File: src/include/tmr8_pkg.sv
// Package of constants and types for the eight-bit timer with one compare.
package tmr8_pkg;

  // Counter width and boundary values.
  localparam int CountWidth = 8;
  localparam logic [7:0] BottomValue = 8'h00;
  localparam logic [7:0] MaxValue = 8'hff;

  // Reset values of the stored state.
  localparam logic [7:0] CounterReset = 8'h00;
  localparam logic [7:0] CompareReset = 8'h00;
  localparam logic OutputReset = 1'b0;

  // Prescaler width and tap positions for the divided internal clock.
  localparam int PrescaleWidth = 10;
  localparam int TapDiv8 = 2;
  localparam int TapDiv64 = 5;
  localparam int TapDiv256 = 7;
  localparam int TapDiv1024 = 9;

  // Clock select encodings.
  typedef enum logic [2:0] {
    CLK_STOP = 3'h0,
    CLK_DIV1 = 3'h1,
    CLK_DIV8 = 3'h2,
    CLK_DIV64 = 3'h3,
    CLK_DIV256 = 3'h4,
    CLK_DIV1024 = 3'h5,
    CLK_EXT_FALL = 3'h6,
    CLK_EXT_RISE = 3'h7
  } tmr8_clock_select_type;

  // Waveform mode encodings.
  typedef enum logic [1:0] {
    WAVE_NORMAL = 2'h0,
    WAVE_PHASE_PWM = 2'h1,
    WAVE_CLEAR_ON_MATCH = 2'h2,
    WAVE_FAST_PWM = 2'h3
  } tmr8_waveform_type;

  // Output action encodings.
  localparam logic [1:0] ActionNone = 2'h0;
  localparam logic [1:0] ActionToggle = 2'h1;
  localparam logic [1:0] ActionClear = 2'h2;
  localparam logic [1:0] ActionSet = 2'h3;

endpackage

File: src/logic/tmr8_tick_select.sv
// Clock source selection: prescaler and external count pin edge detect.
`timescale 1ns/100ps
module tmr8_tick_select #(
  parameter int PrescaleWidth = tmr8_pkg::PrescaleWidth
) (
  // Clock and reset.
  input wire logic clk,
  input wire logic reset,
  // Source selection.
  input wire logic [2:0] clockSelect,
  input wire logic extCountPin,
  // Selected timer tick, a one-cycle enable.
  output logic timerTick
);

  // Free running prescaler; it runs whether or not the timer uses it.
  logic [PrescaleWidth-1:0] prescale_q;
  logic [PrescaleWidth-1:0] prescale_d;
  // Two-stage synchroniser and a third stage for edge detection.
  logic [2:0] extSync_q;
  logic [2:0] extSync_d;
  logic tick;

  // Returns one when the low bits up to a tap are all ones.
  function automatic logic tapReached(
    input logic [PrescaleWidth-1:0] value,
    input int tap
  );
    logic hit;
    hit = 1'b1;
    for (int i = 0; i < PrescaleWidth; i++) begin
      if (i <= tap) begin
        hit = hit & value[i];
      end
    end
    return hit;
  endfunction

  // Next values of the prescaler and the pin samples.
  always_comb begin
    prescale_d = prescale_q + PrescaleWidth'(1);
    extSync_d = {extSync_q[1:0], extCountPin};
  end

  // Registers only.
  always_ff @(posedge clk) begin
    if (reset) begin
      prescale_q <= '0;
      extSync_q <= 3'h0;
    end else begin
      prescale_q <= prescale_d;
      extSync_q <= extSync_d;
    end
  end

  // Pick the source and the edge; stage 0 is read only by stage 1.
  always_comb begin
    case (tmr8_pkg::tmr8_clock_select_type'(clockSelect))
      tmr8_pkg::CLK_STOP: tick = 1'b0;
      tmr8_pkg::CLK_DIV1: tick = 1'b1;
      tmr8_pkg::CLK_DIV8: tick = tapReached(prescale_q, tmr8_pkg::TapDiv8);
      tmr8_pkg::CLK_DIV64: tick = tapReached(prescale_q, tmr8_pkg::TapDiv64);
      tmr8_pkg::CLK_DIV256: tick = tapReached(prescale_q, tmr8_pkg::TapDiv256);
      tmr8_pkg::CLK_DIV1024: begin
        tick = tapReached(prescale_q, tmr8_pkg::TapDiv1024);
      end
      tmr8_pkg::CLK_EXT_FALL: tick = extSync_q[2] & ~extSync_q[1];
      default: tick = ~extSync_q[2] & extSync_q[1];
    endcase
  end

  assign timerTick = tick;

endmodule // tmr8_tick_select

File: src/logic/tmr8_wave_gen.sv
// Waveform generator: holds the compare output bit and applies actions.
`timescale 1ns/100ps
module tmr8_wave_gen (
  // Clock and reset.
  input wire logic clk,
  input wire logic reset,
  // Mode and action settings, used as written.
  input wire logic [1:0] waveformMode,
  input wire logic [1:0] outputAction,
  // Events from the counter and comparator, and the force strobe.
  input wire logic matchEvent,
  input wire logic bottomEvent,
  input wire logic forceEvent,
  // Internal compare output state.
  output logic compareOutput
);

  logic out_q;
  logic out_d;
  logic isPwm;

  // Next output state; mode changes alone never touch it.
  always_comb begin
    out_d = out_q;
    isPwm = waveformMode[0];
    if (!isPwm) begin
      // Normal and clear-on-match: set, clear or toggle on match or force.
      if (matchEvent || forceEvent) begin
        case (outputAction)
          tmr8_pkg::ActionToggle: out_d = ~out_q;
          tmr8_pkg::ActionClear: out_d = 1'b0;
          tmr8_pkg::ActionSet: out_d = 1'b1;
          default: out_d = out_q;
        endcase
      end
    end else if (outputAction[1]) begin
      // Fast PWM: non-inverted clears on match, sets at bottom; inverted swaps.
      if (waveformMode == tmr8_pkg::WAVE_FAST_PWM) begin
        if (matchEvent) begin
          out_d = outputAction[0];
        end else if (bottomEvent) begin
          out_d = ~outputAction[0];
        end
      end else if (matchEvent) begin
        // Phase correct: bottomEvent is high on the up slope here, where
        // the match gives the low action bit; the down slope its inverse.
        out_d = bottomEvent ? outputAction[0] : ~outputAction[0];
      end
    end
  end

  // Registers only; reset drives the output bit to zero.
  always_ff @(posedge clk) begin
    if (reset) begin
      out_q <= tmr8_pkg::OutputReset;
    end else begin
      out_q <= out_d;
    end
  end

  assign compareOutput = out_q;

endmodule // tmr8_wave_gen

File: src/logic/tmr8_timer.sv
// Top of the eight-bit timer/counter with a single compare unit.
`timescale 1ns/100ps
// Summary of operation
// - Counter, compare and comparator are eight bits.
// - Counter moves only on timer tick.
// - Tick from prescaler or external pin edge.
// - Counter readable and writable at any time.
// - Processor write beats clear or count.
// - Bottom zero, max all ones, top per mode.
// - Tick clears, increments or decrements; flags extremes.
// - Waveform mode sets sequence and overflow condition.
// - Equality matches; flag sets next tick.
// - Compare request needs enable and global enable.
// - Compare flag clears when interrupt executes.
// - Writing one clears compare flag.
// - Requests shown as flags, gated by masks.
// - Compare buffered only in PWM modes.
// - Buffer copies to active on the tick at max.
// - Force updates output outside PWM only, no flag, no clear.
// - Counter write blocks match next tick.
// - Output state kept across mode change.
// - Output action bits act immediately.
// - Output formed from match, max, bottom.
// - Normal counts up, wraps, overflow at zero.
// - Clear-on-match clears counter at compare.
// - Fast PWM counts bottom to max, restarts.
// - Reset clears compare output to zero.
module tmr8_timer #(
  parameter int CountWidth = tmr8_pkg::CountWidth
) (
  // Clock and reset.
  input wire logic clk,
  input wire logic reset,
  // Control settings from the processor.
  input wire logic [2:0] clockSelect,
  input wire logic [1:0] waveformMode,
  input wire logic [1:0] outputAction,
  input wire logic forceCompare,
  input wire logic compareIrqEnable,
  input wire logic overflowIrqEnable,
  input wire logic globalIrqEnable,
  // Counter value access.
  input wire logic counterWrite,
  input wire logic [CountWidth-1:0] counterWriteData,
  output logic [CountWidth-1:0] counterValue,
  // Compare value access.
  input wire logic compareWrite,
  input wire logic [CountWidth-1:0] compareWriteData,
  output logic [CountWidth-1:0] compareValue,
  // Flag clearing by software writes of one, and by interrupt execution.
  input wire logic clearCompareFlag,
  input wire logic clearOverflowFlag,
  input wire logic compareIrqAck,
  input wire logic overflowIrqAck,
  // External count pin.
  input wire logic extCountPin,
  // Flags, requests and compare output.
  output logic compareFlag,
  output logic overflowFlag,
  output logic compareIrq,
  output logic overflowIrq,
  output logic compareOutput
);

  typedef logic [CountWidth-1:0] tmr8_word_type;

  // Counter state and its count direction (one means down).
  tmr8_word_type count_q;
  tmr8_word_type count_d;
  logic down_q;
  logic down_d;
  // Active compare register and the buffer seen by the processor in PWM.
  tmr8_word_type active_q;
  tmr8_word_type active_d;
  tmr8_word_type buffer_q;
  tmr8_word_type buffer_d;
  // Sticky flags.
  logic cmpFlag_q;
  logic cmpFlag_d;
  logic ovfFlag_q;
  logic ovfFlag_d;
  // Blocks compare matches until the next tick after a counter write.
  // It is a register, not a pulse, because a stopped timer may sit for
  // a long time between the write and the first tick.
  logic block_q;
  logic block_d;

  // One-cycle enable from the clock selection logic.
  logic timerTick;
  // High in both PWM modes, where the compare value is buffered.
  logic isPwm;
  // Comparator output, valid in every cycle.
  logic rawMatch;
  // Match that is allowed to act, qualified by tick and block.
  logic matchTick;
  // Counter at its maximum value.
  logic atMax;
  // Counter at its bottom value.
  logic atBottom;
  // Bottom or slope indication for the waveform generator.
  logic wgBottom;
  // Match indication for the waveform generator.
  logic wgMatch;
  // Overflow event, high for the one cycle whose tick overflows.
  logic ovfEvent;
  // Highest value of the count sequence in the current mode.
  tmr8_word_type topValue;

  // Timer tick source.
  tmr8_tick_select u_tick (
    .clk(clk),
    .reset(reset),
    .clockSelect(clockSelect),
    .extCountPin(extCountPin),
    .timerTick(timerTick)
  );

  // PWM modes have the low mode bit set.
  assign isPwm = waveformMode[0];
  // Comparator runs every cycle against the active register.
  assign rawMatch = (count_q == active_q);
  assign atMax = (count_q == tmr8_pkg::MaxValue);
  assign atBottom = (count_q == tmr8_pkg::BottomValue);
  // A match takes effect on the tick that moves the counter off the
  // matching value, unless a counter write blocked it. The live
  // comparator keeps the flag one tick after the match even at the
  // full clock rate; a registered copy would lag a tick behind.
  assign matchTick = timerTick & rawMatch & ~block_q;

  // Top value: compare register in clear-on-match, else the fixed max.
  always_comb begin
    if (waveformMode == tmr8_pkg::WAVE_CLEAR_ON_MATCH) begin
      topValue = active_q;
    end else begin
      // Normal and both PWM modes run up to the fixed maximum.
      topValue = tmr8_pkg::MaxValue;
    end
  end

  // Counter sequence per mode; a processor write overrides any tick action.
  always_comb begin
    count_d = count_q;
    down_d = down_q;
    ovfEvent = 1'b0;
    if (counterWrite) begin
      count_d = counterWriteData;
    end else if (timerTick) begin
      case (tmr8_pkg::tmr8_waveform_type'(waveformMode))
        tmr8_pkg::WAVE_NORMAL: begin
          // Up only; the natural wrap from max gives the overflow.
          count_d = count_q + CountWidth'(1);
          ovfEvent = atMax;
        end
        tmr8_pkg::WAVE_CLEAR_ON_MATCH: begin
          // A top set below the current count is only met after a wrap.
          if (count_q == topValue) begin
            count_d = tmr8_pkg::BottomValue;
          end else begin
            count_d = count_q + CountWidth'(1);
          end
          ovfEvent = atMax;
        end
        tmr8_pkg::WAVE_FAST_PWM: begin
          // Single slope: the counter simply wraps from max to bottom.
          count_d = count_q + CountWidth'(1);
          ovfEvent = atMax;
        end
        default: begin
          // Dual slope: turn at max and at bottom, overflow at bottom.
          if (!down_q && atMax) begin
            // Turn at max; the next value is already one below it.
            down_d = 1'b1;
            count_d = count_q - CountWidth'(1);
          end else if (down_q && atBottom) begin
            // Turn at bottom; this is the overflow point of the mode.
            down_d = 1'b0;
            count_d = count_q + CountWidth'(1);
            ovfEvent = 1'b1;
          end else if (down_q) begin
            // Down slope.
            count_d = count_q - CountWidth'(1);
          end else begin
            // Up slope.
            count_d = count_q + CountWidth'(1);
          end
        end
      endcase
    end
    if (!isPwm) begin
      // Outside PWM the direction is always up, so a later switch into
      // phase correct PWM starts on the up slope.
      down_d = 1'b0;
    end
  end

  // Compare register update: direct outside PWM, buffered inside.
  always_comb begin
    active_d = active_q;
    buffer_d = buffer_q;
    if (compareWrite) begin
      buffer_d = compareWriteData;
      if (!isPwm) begin
        active_d = compareWriteData;
      end
    end
    if (!isPwm) begin
      // Keep the buffer equal to the active value, so that entering PWM
      // starts from the value in use.
      buffer_d = compareWrite ? compareWriteData : active_q;
    end else if (timerTick) begin
      // Fast PWM loads at max, phase correct at the turn at max.
      if (atMax) begin
        active_d = buffer_q;
      end
    end
  end

  // Block state: set by any counter write, released by the next tick.
  always_comb begin
    block_d = block_q;
    if (counterWrite) begin
      // A write in the same cycle as a tick keeps the block for the
      // following tick, since the tick itself is discarded.
      block_d = 1'b1;
    end else if (timerTick) begin
      // The tick that was blocked has now passed.
      block_d = 1'b0;
    end
  end

  // Flags: hardware set wins over any clear in the same cycle.
  always_comb begin
    cmpFlag_d = cmpFlag_q;
    ovfFlag_d = ovfFlag_q;
    if (clearCompareFlag || compareIrqAck) begin
      cmpFlag_d = 1'b0;
    end
    if (clearOverflowFlag || overflowIrqAck) begin
      ovfFlag_d = 1'b0;
    end
    // Sets come last, so an event in the same cycle beats a clear.
    if (matchTick) begin
      cmpFlag_d = 1'b1;
    end
    if (ovfEvent) begin
      ovfFlag_d = 1'b1;
    end
  end

  // Registers only. Reset is synchronous, so every stored value returns
  // to its reset value on the first clock edge with reset high.
  always_ff @(posedge clk) begin
    if (reset) begin
      count_q <= tmr8_pkg::CounterReset;
      down_q <= 1'b0;
      active_q <= tmr8_pkg::CompareReset;
      buffer_q <= tmr8_pkg::CompareReset;
      cmpFlag_q <= 1'b0;
      ovfFlag_q <= 1'b0;
      block_q <= 1'b0;
    end else begin
      count_q <= count_d;
      down_q <= down_d;
      active_q <= active_d;
      buffer_q <= buffer_d;
      cmpFlag_q <= cmpFlag_d;
      ovfFlag_q <= ovfFlag_d;
      block_q <= block_d;
    end
  end

  // Waveform events: in phase correct, bottom flag marks the up slope.
  assign wgMatch = matchTick;
  assign wgBottom = isPwm && waveformMode == tmr8_pkg::WAVE_PHASE_PWM ?
                    ~down_q : (timerTick & atMax);

  // Waveform generator holds the compare output bit.
  tmr8_wave_gen u_wave (
    .clk(clk),
    .reset(reset),
    .waveformMode(waveformMode),
    .outputAction(outputAction),
    .matchEvent(wgMatch),
    .bottomEvent(wgBottom),
    .forceEvent(forceCompare & ~isPwm),
    .compareOutput(compareOutput)
  );

  // Visible state; the processor reads the buffer when buffering is on.
  // Outside PWM the buffer is written with the active register and otherwise copies it.
  assign counterValue = count_q;
  assign compareValue = buffer_q;
  assign compareFlag = cmpFlag_q;
  assign overflowFlag = ovfFlag_q;
  // Each request is masked by its own enable and the global enable.
  assign compareIrq = cmpFlag_q & compareIrqEnable & globalIrqEnable;
  assign overflowIrq = ovfFlag_q & overflowIrqEnable & globalIrqEnable;

endmodule // tmr8_timer

File: config.mk
export PLATFORM = sky130hd
export DESIGN_NAME = tmr8_timer
export DESIGN_NICKNAME = d
export VERILOG_FILES = /design/src/include/tmr8_pkg.sv /design/src/logic/tmr8_tick_select.sv /design/src/logic/tmr8_wave_gen.sv /design/src/logic/tmr8_timer.sv
export SDC_FILE = /design/constraint.sdc
export NUM_CORES = 1
export LEC_CHECK = 0
export BUFFER_PORTS_ARGS = -buffer_cell sky130_fd_sc_hd__buf_2
export CORE_UTILIZATION = 51
export CTS_BUF_LIST = sky130_fd_sc_hd__clkbuf_4
export CTS_CLUSTER_DIAMETER = 120
export CTS_CLUSTER_SIZE = 24
export DETAILED_ROUTE_END_ITERATION = 10
export PLACE_DENSITY = 0.82
export SYNTH_ARGS = -nofsm -noshare
export SYNTH_HDL_FRONTEND = slang
export SYNTH_SLANG_ARGS = --single-unit
File: constraint.sdc
create_clock -name clk -period 3 [get_ports clk]
set_clock_uncertainty 0.05 [all_clocks]
set_input_delay 0.9 -clock clk [delete_from_list [all_inputs] [get_ports clk]]
set_output_delay 0.9 -clock clk [all_outputs]
set_load 0.005 [all_outputs]
# Word-level counts from Yosys, hierarchy flattened
# Cells that the tools add are included.
[totals] regBits=42 inputBits=36
[classes] n_addsub=3 n_eq_ne=19 mux=63 n_bitwise=42 reduce_logical=21
[op_table] op="$mux W8" n=15
[op_table] op="$mux W1" n=45
[op_table] op="$and A1 B1 Y1" n=33
[op_table] op="$eq A8 B8 Y1" n=2
[op_table] op="$pmux W8 S2" n=1
[op_table] op="$add A10 B1 Y10 const B" n=1
[op_table] op="$reduce_bool A2 Y1" n=5
[op_table] op="$eq A3 B3 Y1 const B" n=3
[op_table] op="$not A1 Y1" n=9
[op_table] op="$add A8 B1 Y8 const B" n=1
[op_table] op="$eq A2 B2 Y1 const B" n=4
[op_table] op="$eq A8 B8 Y1 const B" n=1
[op_table] op="$logic_not A8 Y1" n=1
[op_table] op="$sub A8 B1 Y8 const B" n=1
[op_table] op="$pmux W1 S7" n=1
[op_table] op="$eq A3 B2 Y1 const B" n=2
[op_table] op="$ne A3 B1 Y1 const B" n=2
[op_table] op="$reduce_and A5 Y1" n=1
[op_table] op="$eq A2 B1 Y1 const B" n=2
[op_table] op="$ne A2 B1 Y1 const B" n=2
[op_table] op="$reduce_and A4 Y1" n=1
[op_table] op="$reduce_bool A4 Y1" n=1
[op_table] op="$reduce_or A2 Y1" n=2
[op_table] op="$eq A3 B1 Y1 const B" n=1
[op_table] op="other kinds (7)" n=11

# Logic depth before layout (Yosys ltp)
# Gate-level depths: netlist (run 1).
[logic_depth] ltp_word=27 ltp_mapped=9 ltp_nobuf=8

# Hierarchy
# A second synthesis (run 1) with hierarchy kept.
[unflattened] cells_unflattened=325 area_unflattened_um2=2615.0
[by_module_without_submodules] mod="tmr8_timer" n_inst=1 cells_each=253 area_each_um2=1963.1
[by_module_without_submodules] mod="tmr8_tick_select" n_inst=1 cells_each=59 area_each_um2=555.5
[by_module_without_submodules] mod="tmr8_wave_gen" n_inst=1 cells_each=13 area_each_um2=96.3

# Worst setup path after synthesis (run 1)
# No wires, ideal clock.
[synth_timing] kind="in2reg" from="input clockSelect[2]" to="register count_q[4] (netlist: counterValue[4])" setup_time_ns=0.063 arrival_time_ns=2.483 slack_ns=0.405 stages=6 cell_sequence="or3b_2 o211a_1 nor3_2 o211ai_1 or3b_2 nand3_1"
[synth_via] elab_chain_cells=3
[synth_rtl] item="start, declared" line="tmr8_timer.sv:35" text="input wire logic [2:0] clockSelect,"
[synth_rtl] item="$eq A3 B3 Y1 (tied with other cells)" line="tmr8_tick_select.sv:58" text="case (tmr8_pkg::tmr8_clock_select_type'(clockSelect))"
[synth_rtl] item="$pmux W1 S7 *" line="tmr8_tick_select.sv:58"
[synth_rtl] item="$reduce_bool A2 Y1 (no source line) *"
[synth_rtl] item="end signal, assigned" line="tmr8_timer.sv:254" text="count_q <= tmr8_pkg::CounterReset;"
[synth_rtl] item="end signal, assigned" line="tmr8_timer.sv:262" text="count_q <= count_d;"
[synth_rtl] item="end, declared" line="tmr8_timer.sv:68" text="tmr8_word_type count_q;"
# Every way passes the cells marked *; elsewhere a longest branch is shown, timed or not.
# A chain may end at the register's enable or synchronous reset.

# Worst setup path in the final report (run 1)
[layout_timing] from="register count_q[2] (netlist: counterValue[2])" to="register count_q[4] (netlist: counterValue[4])"
[layout_via] elab_chain_cells=7
[layout_rtl] item="$add A8 B1 Y8 (tied with other cells)"
[layout_rtl] item="$mux W8 / $logic_and A1 B1 Y1 (equally long branches)" line="tmr8_timer.sv:179, tmr8_timer.sv:174"
[layout_rtl] item="$mux W8" line="tmr8_timer.sv:174" text="end else if (down_q && atBottom) begin"
[layout_rtl] item="$mux W8" line="tmr8_timer.sv:170" text="if (!down_q && atMax) begin"
[layout_rtl] item="$pmux W8 S2 *" line="tmr8_timer.sv:148" text="case (tmr8_pkg::tmr8_waveform_type'(waveformMode))"
[layout_rtl] item="$mux W8 *" line="tmr8_timer.sv:147" text="end else if (timerTick) begin"
[layout_rtl] item="$mux W8 *" line="tmr8_timer.sv:145" text="if (counterWrite) begin"
# Every way passes the cells marked *; elsewhere a longest branch is shown, timed or not. The select of a mux whose other input is x is not followed.

==> run_results.csv, run 1 <==
group,metric,value,unit
run_status,run_status,"finished clean",
synth,synth_top_family_by_area,"compound AO/OA/AOI/OAI gates",
clocking,htree_levels,2,
floorplan,die-area,0.00541,mm^2
floorplan,rows,25,
run,drv_cap,0,
placement,place_area,0.00296,mm^2
synth,synthFlopType,"dfxtp_1",
clocking,cts_tree,"built",
finish,final-seq-area,841,um^2
synth,synthArstFlopShare,0,%
clocking,cts_resized,0,
sta,maxSlewViolCount,0,
synth,synth_compound_area_share,23.8,%
sta,relSlewSlack,60.6,%
synth,avgSynthCellArea,8.45,um^2
critical_path,worstPathMaxFanout,7,
floorplan,die_x,73.5,um
sta,setup_tns,0,ns
clocking,clock_sinks,42,
synth,synth_top_area_share,32.2,%
power_and_ir_drop,powerDensity,408,mW/mm^2
critical_path,path_class,"register to register",
global_route,first_global_vias,2291,
clocking,root_buffer,"clkbuf_4",
placement,place_congestion,0.890,
synth,netlist_area,0.00261,mm^2
sta,period_minus_slack,2.59,ns
sta,fin_crit_sh,86.2,%
route,drtPass1Iterations,7,
route,wl,6420,um
synth,yosys.area_share.simple,23.8,%
floorplan,start_util,54.2,%
synth,synthTopCellsByArea,"dfxtp_1, mux2i_1, a211oi_1",
placement,port_buffers,56,
clocking,clkTransAtPathRegs,0.14,ns
sta,setup_ws,0.415,ns
placement,hpwl,4740,um
global_route,antenna_found_initial,0,
floorplan,core_area,0.00482,mm^2
clocking,post-cts-setup-buffers,0,
floorplan,fp.dieH,73.5,um
critical_path,arrival,2.86,ns
finish,drive_gt1_share,24.3,%
route,drtIter0Drc,253,
clocking,hold_buffers,0,
synth,netlist_instances,309,
power_and_ir_drop,p_total,0.00124,W
global_route,grt_remaining_overflow,0,
sta,tightest_slew,0.589,ns
min_path,min_path_type,"register to register",
clocking,cts.path.max_buffers,2,
finish,layout.nets,406,
clocking,worstSkewPairLatency,0.37,ns
critical_path,worstPathRequired,3.28,ns
synth,synth-seq-area-share,32.2,%
synth,synth.largest_area_cell,"dfxtp_1",
critical_path,end_kind,"register",
synth,synth.distinct_cells,57,
finish,nFillCells,435,
synth,synth_warnings,0,
route,routedWlPerCell,15.0,um
finish,multi_input_area,0.00162,mm^2
synth,yosys.area_share.xor_xnor,4.03,%
synth,synth-edff-count,0,
floorplan,io_pins,57,
finish,antenna_cells,0,
sta,fmax,0.387,GHz
sta,grt_setup_unrepaired,"no",
clocking,cts_buffers,5,
finish,area_delta_synth_final,16.4,%
route,detail-route-antenna-nets,0,
global_route,grt_start_max_net_pins,34,
synth,synth_nets,354,
power_and_ir_drop,irDropWorstVdd,0.000419,V
synth,synth-seq-cells,42,
sta,finalHoldViolations,0,
sta,setup_viol,0,
synth,synthAdderAreaFrac,4.31,%
finish,fin_area,0.00304,mm^2
route,vias,2595,
route,viasPerCell,6.05,
finish,fin_util,63.1,%
route,post-route-drc-count,0,
global_route,grt_use_total,25.3,%
power_and_ir_drop,p_leak,1.34,nW
placement,dpl_worst_slack,0.183,ns
critical_path,startpoint_type,"register",
synth,muxShareOfSynthArea,6.23,%
global_route,grt_pass1_wl,10600,um
## power breakdown
part           total, W  internal (W)  switching (W)
clock          0.000380      0.000185       0.000195
sequential     0.000615      0.000586      0.0000291
combinational  0.000246      0.000115       0.000131
total           0.00124      0.000886       0.000355
## synth_stat cells (2+ instances only)
cell type,instances
a211oi_1,18
a21o_1,3
a21oi_1,7
a221oi_1,10
a22oi_1,4
a31oi_1,2
and3_1,3
buf_6,2
clkbuf_1,19
dfxtp_1,42
ha_1,9
inv_1,12
mux2_2,2
mux2i_1,14
nand2_1,17
nand2b_1,2
nand3_1,9
nand3b_1,2
nand4_1,7
nor2_1,30
nor2b_1,9
nor3_1,3
nor3b_1,9
nor4_1,2
o2111a_1,2
o211a_1,2
o211ai_1,2
o21a_1,3
o21ai_0,15
o221ai_1,2
o31ai_1,2
o32ai_1,2
or2_2,2
or3_1,6
or3b_2,2
xnor2_1,8
xor2_1,4
## stage by stage
stage / cells / hold slack, ns
after floorplan: 309 / 0.364
after global placement: 421 / 0.369
after detailed placement: 421 / 0.393
after CTS: 429 / 0.409
after global routing: 429 / 0.442
final: 429 / 0.407
## logic make-up (layout without fill, tap and decap cells)
family          count (synthesis)  after routing
flops                          42             42
xor+xnor                       12             12
simple gates                  112            112
compound gates                 84             84
fa+ha+maj                       9              9
buf+inv                        34             87
mux                            16             16
## layout by cell type, fill, tap and decap left out, types with 7 or more instances in the layout
cell type	n
nor3b_1	9
o21ai_0	15
buf_4	11
buf_2	56
a221oi_1	10
nand4_1	7
nor2_1	30
a21oi_1	7
a211oi_1	18
ha_1	9
inv_1	12
mux2i_1	14
xnor2_1	8
dfxtp_1	42
nor2b_1	9
nand3_1	9
nand2_1	17
## sequential cells by signal, summed over array words and instances (netlist names)
| signal | count |
|---|---|
| compareValue | 8 |
| overflowFlag | 1 |
| u_tick.extSync_q | 3 |
| block_q | 1 |
| u_tick.prescale_q | 10 |
| active_q | 8 |
| counterValue | 8 |
| down_q | 1 |
| u_wave.compareOutput | 1 |
| compareFlag | 1 |
## path summary, 6_finish.rpt
kind                       start             endpoint  slack, ns  depth (start not counted)
max              counterValue[2]      counterValue[4]       0.41                          6
min          u_tick.extSync_q[0]  u_tick.extSync_q[1]       0.41                          1
max reg2reg      counterValue[2]      counterValue[4]       0.41                          6
min reg2reg  u_tick.extSync_q[0]  u_tick.extSync_q[1]       0.41                          1
## layout make-up
class	instances	share of cell area [%]
clock buffer	6	1.48
timing repair buffer	67	11.9
sequential	42	27.7
inverter	12	1.48
clock inverter	2	1.24
multi-input combinational	233	53.4
tap	67	2.76
## critical path: stages, from the launching register on
cell and delay (ns):
dfxtp_1 0.34, or4_4 0.57, nor4b_4 0.35, a2bb2oi_2 0.43, mux2i_1 0.26, or3b_2 0.46, nand3_1 0.08
## routing by layer
| metal | part of all wire (%) | GRT usage [%] | wire [um] | up-vias |
|---|---|---|---|---|
| met5 | 0 | 0 | 0 | - |
| met4 | 2.5 | 9.40 | 163 | 0 |
| met3 | 6.4 | 5.08 | 408 | 27 |
| met2 | 46 | 42.1 | 2980 | 121 |
| met1 | 45 | 32.2 | 2870 | 1189 |
| li1 | - | - | - | 1258 |
(Power assumes the default switching activity.)
==> inputs of run 2 (changes only) <==
CORE_ASPECT_RATIO = 1.5   (was default)
GPL_ROUTABILITY_DRIVEN = 0   (was default)
==> run 2 against run 1 <==
First-iteration DRC count decreased by 64%; power decreased by 1.0%; fmax increased by 0.27%; non-clock buffer count unchanged; largest cell class unchanged; register-to-register slack improved by 0.095 ns; design area decreased by 0.21%.
==> run_results.csv, run 2 (synthesis results as in run 1) <==
group,metric,value,unit
route,drtIter0Drc,90,
floorplan,start_util,53.4,%
power_and_ir_drop,switching_share,28.8,%
sta,setup_tns,0,ns
finish,area_delta_synth_final,16.2,%
finish,largest_reg_flops,10,
min_path,min_path_type,"register to register",
clocking,cts_buffers,5,
floorplan,fp.dieH,89.6,um
critical_path,worstPathRequired,3.22,ns
global_route,grt_pass1_wl,10300,um
power_and_ir_drop,p_leak,1.34,nW
floorplan,die-area,0.00541,mm^2
clocking,hold_buffers,0,
min_path,holdCritStartpoint,"u_tick.extSync_q[0]",
placement,hpwl,4860,um
critical_path,startpoint_type,"primary input",
sta,grt_setup_unrepaired,"no",
critical_path,end_kind,"register",
power_and_ir_drop,powerDensity,405,mW/mm^2
sta,tightest_slew,0.567,ns
power_and_ir_drop,pwr-share-comb,20.2,%
power_and_ir_drop,seqPwrFrac,50.1,%
route,viasPerCell,5.97,
critical_path,startpoint,"clockSelect[2]",
floorplan,rows,31,
route,wl,6540,um
placement,port_buffers,56,
route,post-route-drc-count,0,
global_route,grt_use_total,25.1,%
critical_path,path_class,"primary input to register",
sta,finalHoldViolations,0,
sta,maxSlewViolCount,0,
critical_path,crit_family,"simple AND/OR/NAND/NOR gates",
finish,antenna_cells,0,
clocking,htree_levels,2,
finish,final_cell_mix,"buf_2, dfxtp_1, nor2_1",
route,drtPass1Iterations,4,
global_route,antenna_found_initial,0,
critical_path,arrival,2.80,ns
power_and_ir_drop,power.switching,0.000354,W
sta,relSlewSlack,62.0,%
run,drv_cap,0,
global_route,grt_start_max_net_pins,37,
run_status,run_status,"finished clean",
critical_path,crit_chain,"buf_2 -> or3b_2 -> o211a_1 -> nor3_2 -> nand2_1 -> mux2i_1 -> a211oi_1",
finish,fin_util,62.0,%
sta,fin_crit_sh,85.9,%
critical_path,r2r_start,"counterValue[3]",
floorplan,io_pins,57,
clocking,clock_sinks,42,
global_route,first_global_vias,2293,
sta,setup_viol,0,
finish,nFillCells,455,
critical_path,slowest_delay,0.46,ns
critical_path,worstPathMaxFanout,8,
clocking,cts.path.max_buffers,2,
floorplan,core_area,0.00489,mm^2
finish,drive_gt1_share,24.3,%
critical_path,cp_num_buf_inv,1,
clocking,root_buffer,"clkbuf_4",
finish,final_cells,428,
sta,period_minus_slack,2.58,ns
critical_path,critPathSlowestCell,"or3b_2",
clocking,cts_resized,0,
finish,layout.nets,406,
sta,fmax,0.388,GHz
route,detail-route-antenna-nets,0,
power_and_ir_drop,clock_power_share,29.8,%
placement,dpl_worst_slack,0.0761,ns
power_and_ir_drop,irDropWorstVdd,0.000297,V
power_and_ir_drop,intPower,0.000874,W
finish,final_common_cell,"buf_2",
sta,setup_ws,0.422,ns
clocking,worstSkewPairLatency,0.36,ns
placement,dpl.cell_count,420,
route,vias,2556,
clocking,post-cts-setup-buffers,0,
finish,largest-register,"u_tick.prescale_q",
clocking,clkTransAtPathRegs,0.13,ns
global_route,grt_remaining_overflow,0,
floorplan,die_x,60.4,um
power_and_ir_drop,p_total,0.00123,W
route,routedWlPerCell,15.3,um
clocking,cts_tree,"built",
[run 2: power groups by stage]
stage          clock network (W)  logic [W]  registers, W
3_5_place_dp                   0   0.000244      0.000627
3_3_place_gp                   0   0.000236      0.000626
2_1_floorplan                  0   0.000163      0.000621
4_1_cts                 0.000379   0.000246      0.000615
5_1_grt                 0.000401   0.000273      0.000619
6_report                0.000366   0.000247      0.000615
[run 2: layout make-up]
type / instances / area [um^2] / area share [%]
clock inverter: 3 / 40.0 / 1.32
clock buffer: 5 / 37.5 / 1.24
multi-input combinational: 233 / 1620 / 53.5
timing repair buffer: 67 / 363 / 12.0
tap: 66 / 82.6 / 2.72
inverter: 12 / 45.0 / 1.49
sequential: 42 / 841 / 27.7
[run 2: per-stage QoR]
stage,hold slack [ns],area [um^2]
6_report,0.409,3030
5_1_grt,0.422,3030
4_1_cts,0.412,3030
3_5_place_dp,0.377,2950
3_3_place_gp,0.378,2950
2_1_floorplan,0.364,2610
[run 2: routing by layer]
layer / GRT usage (%) / wire length, um / vias to the layer above
met5: 0 / 0 / -
met4: 13.8 / 211 / 0
met3: 4.01 / 301 / 23
met2: 44.7 / 3430 / 92
met1: 27.7 / 2590 / 1179
li1: - / - / 1262
[run 2: path summary, 6_finish.rpt]
check	end	slack, ns	cells after the start
setup / recovery	active_q[0]	0.42	7
hold / removal	u_tick.extSync_q[1]	0.41	1
setup reg to reg	counterValue[2]	0.51	7
hold reg to reg	u_tick.extSync_q[1]	0.41	1
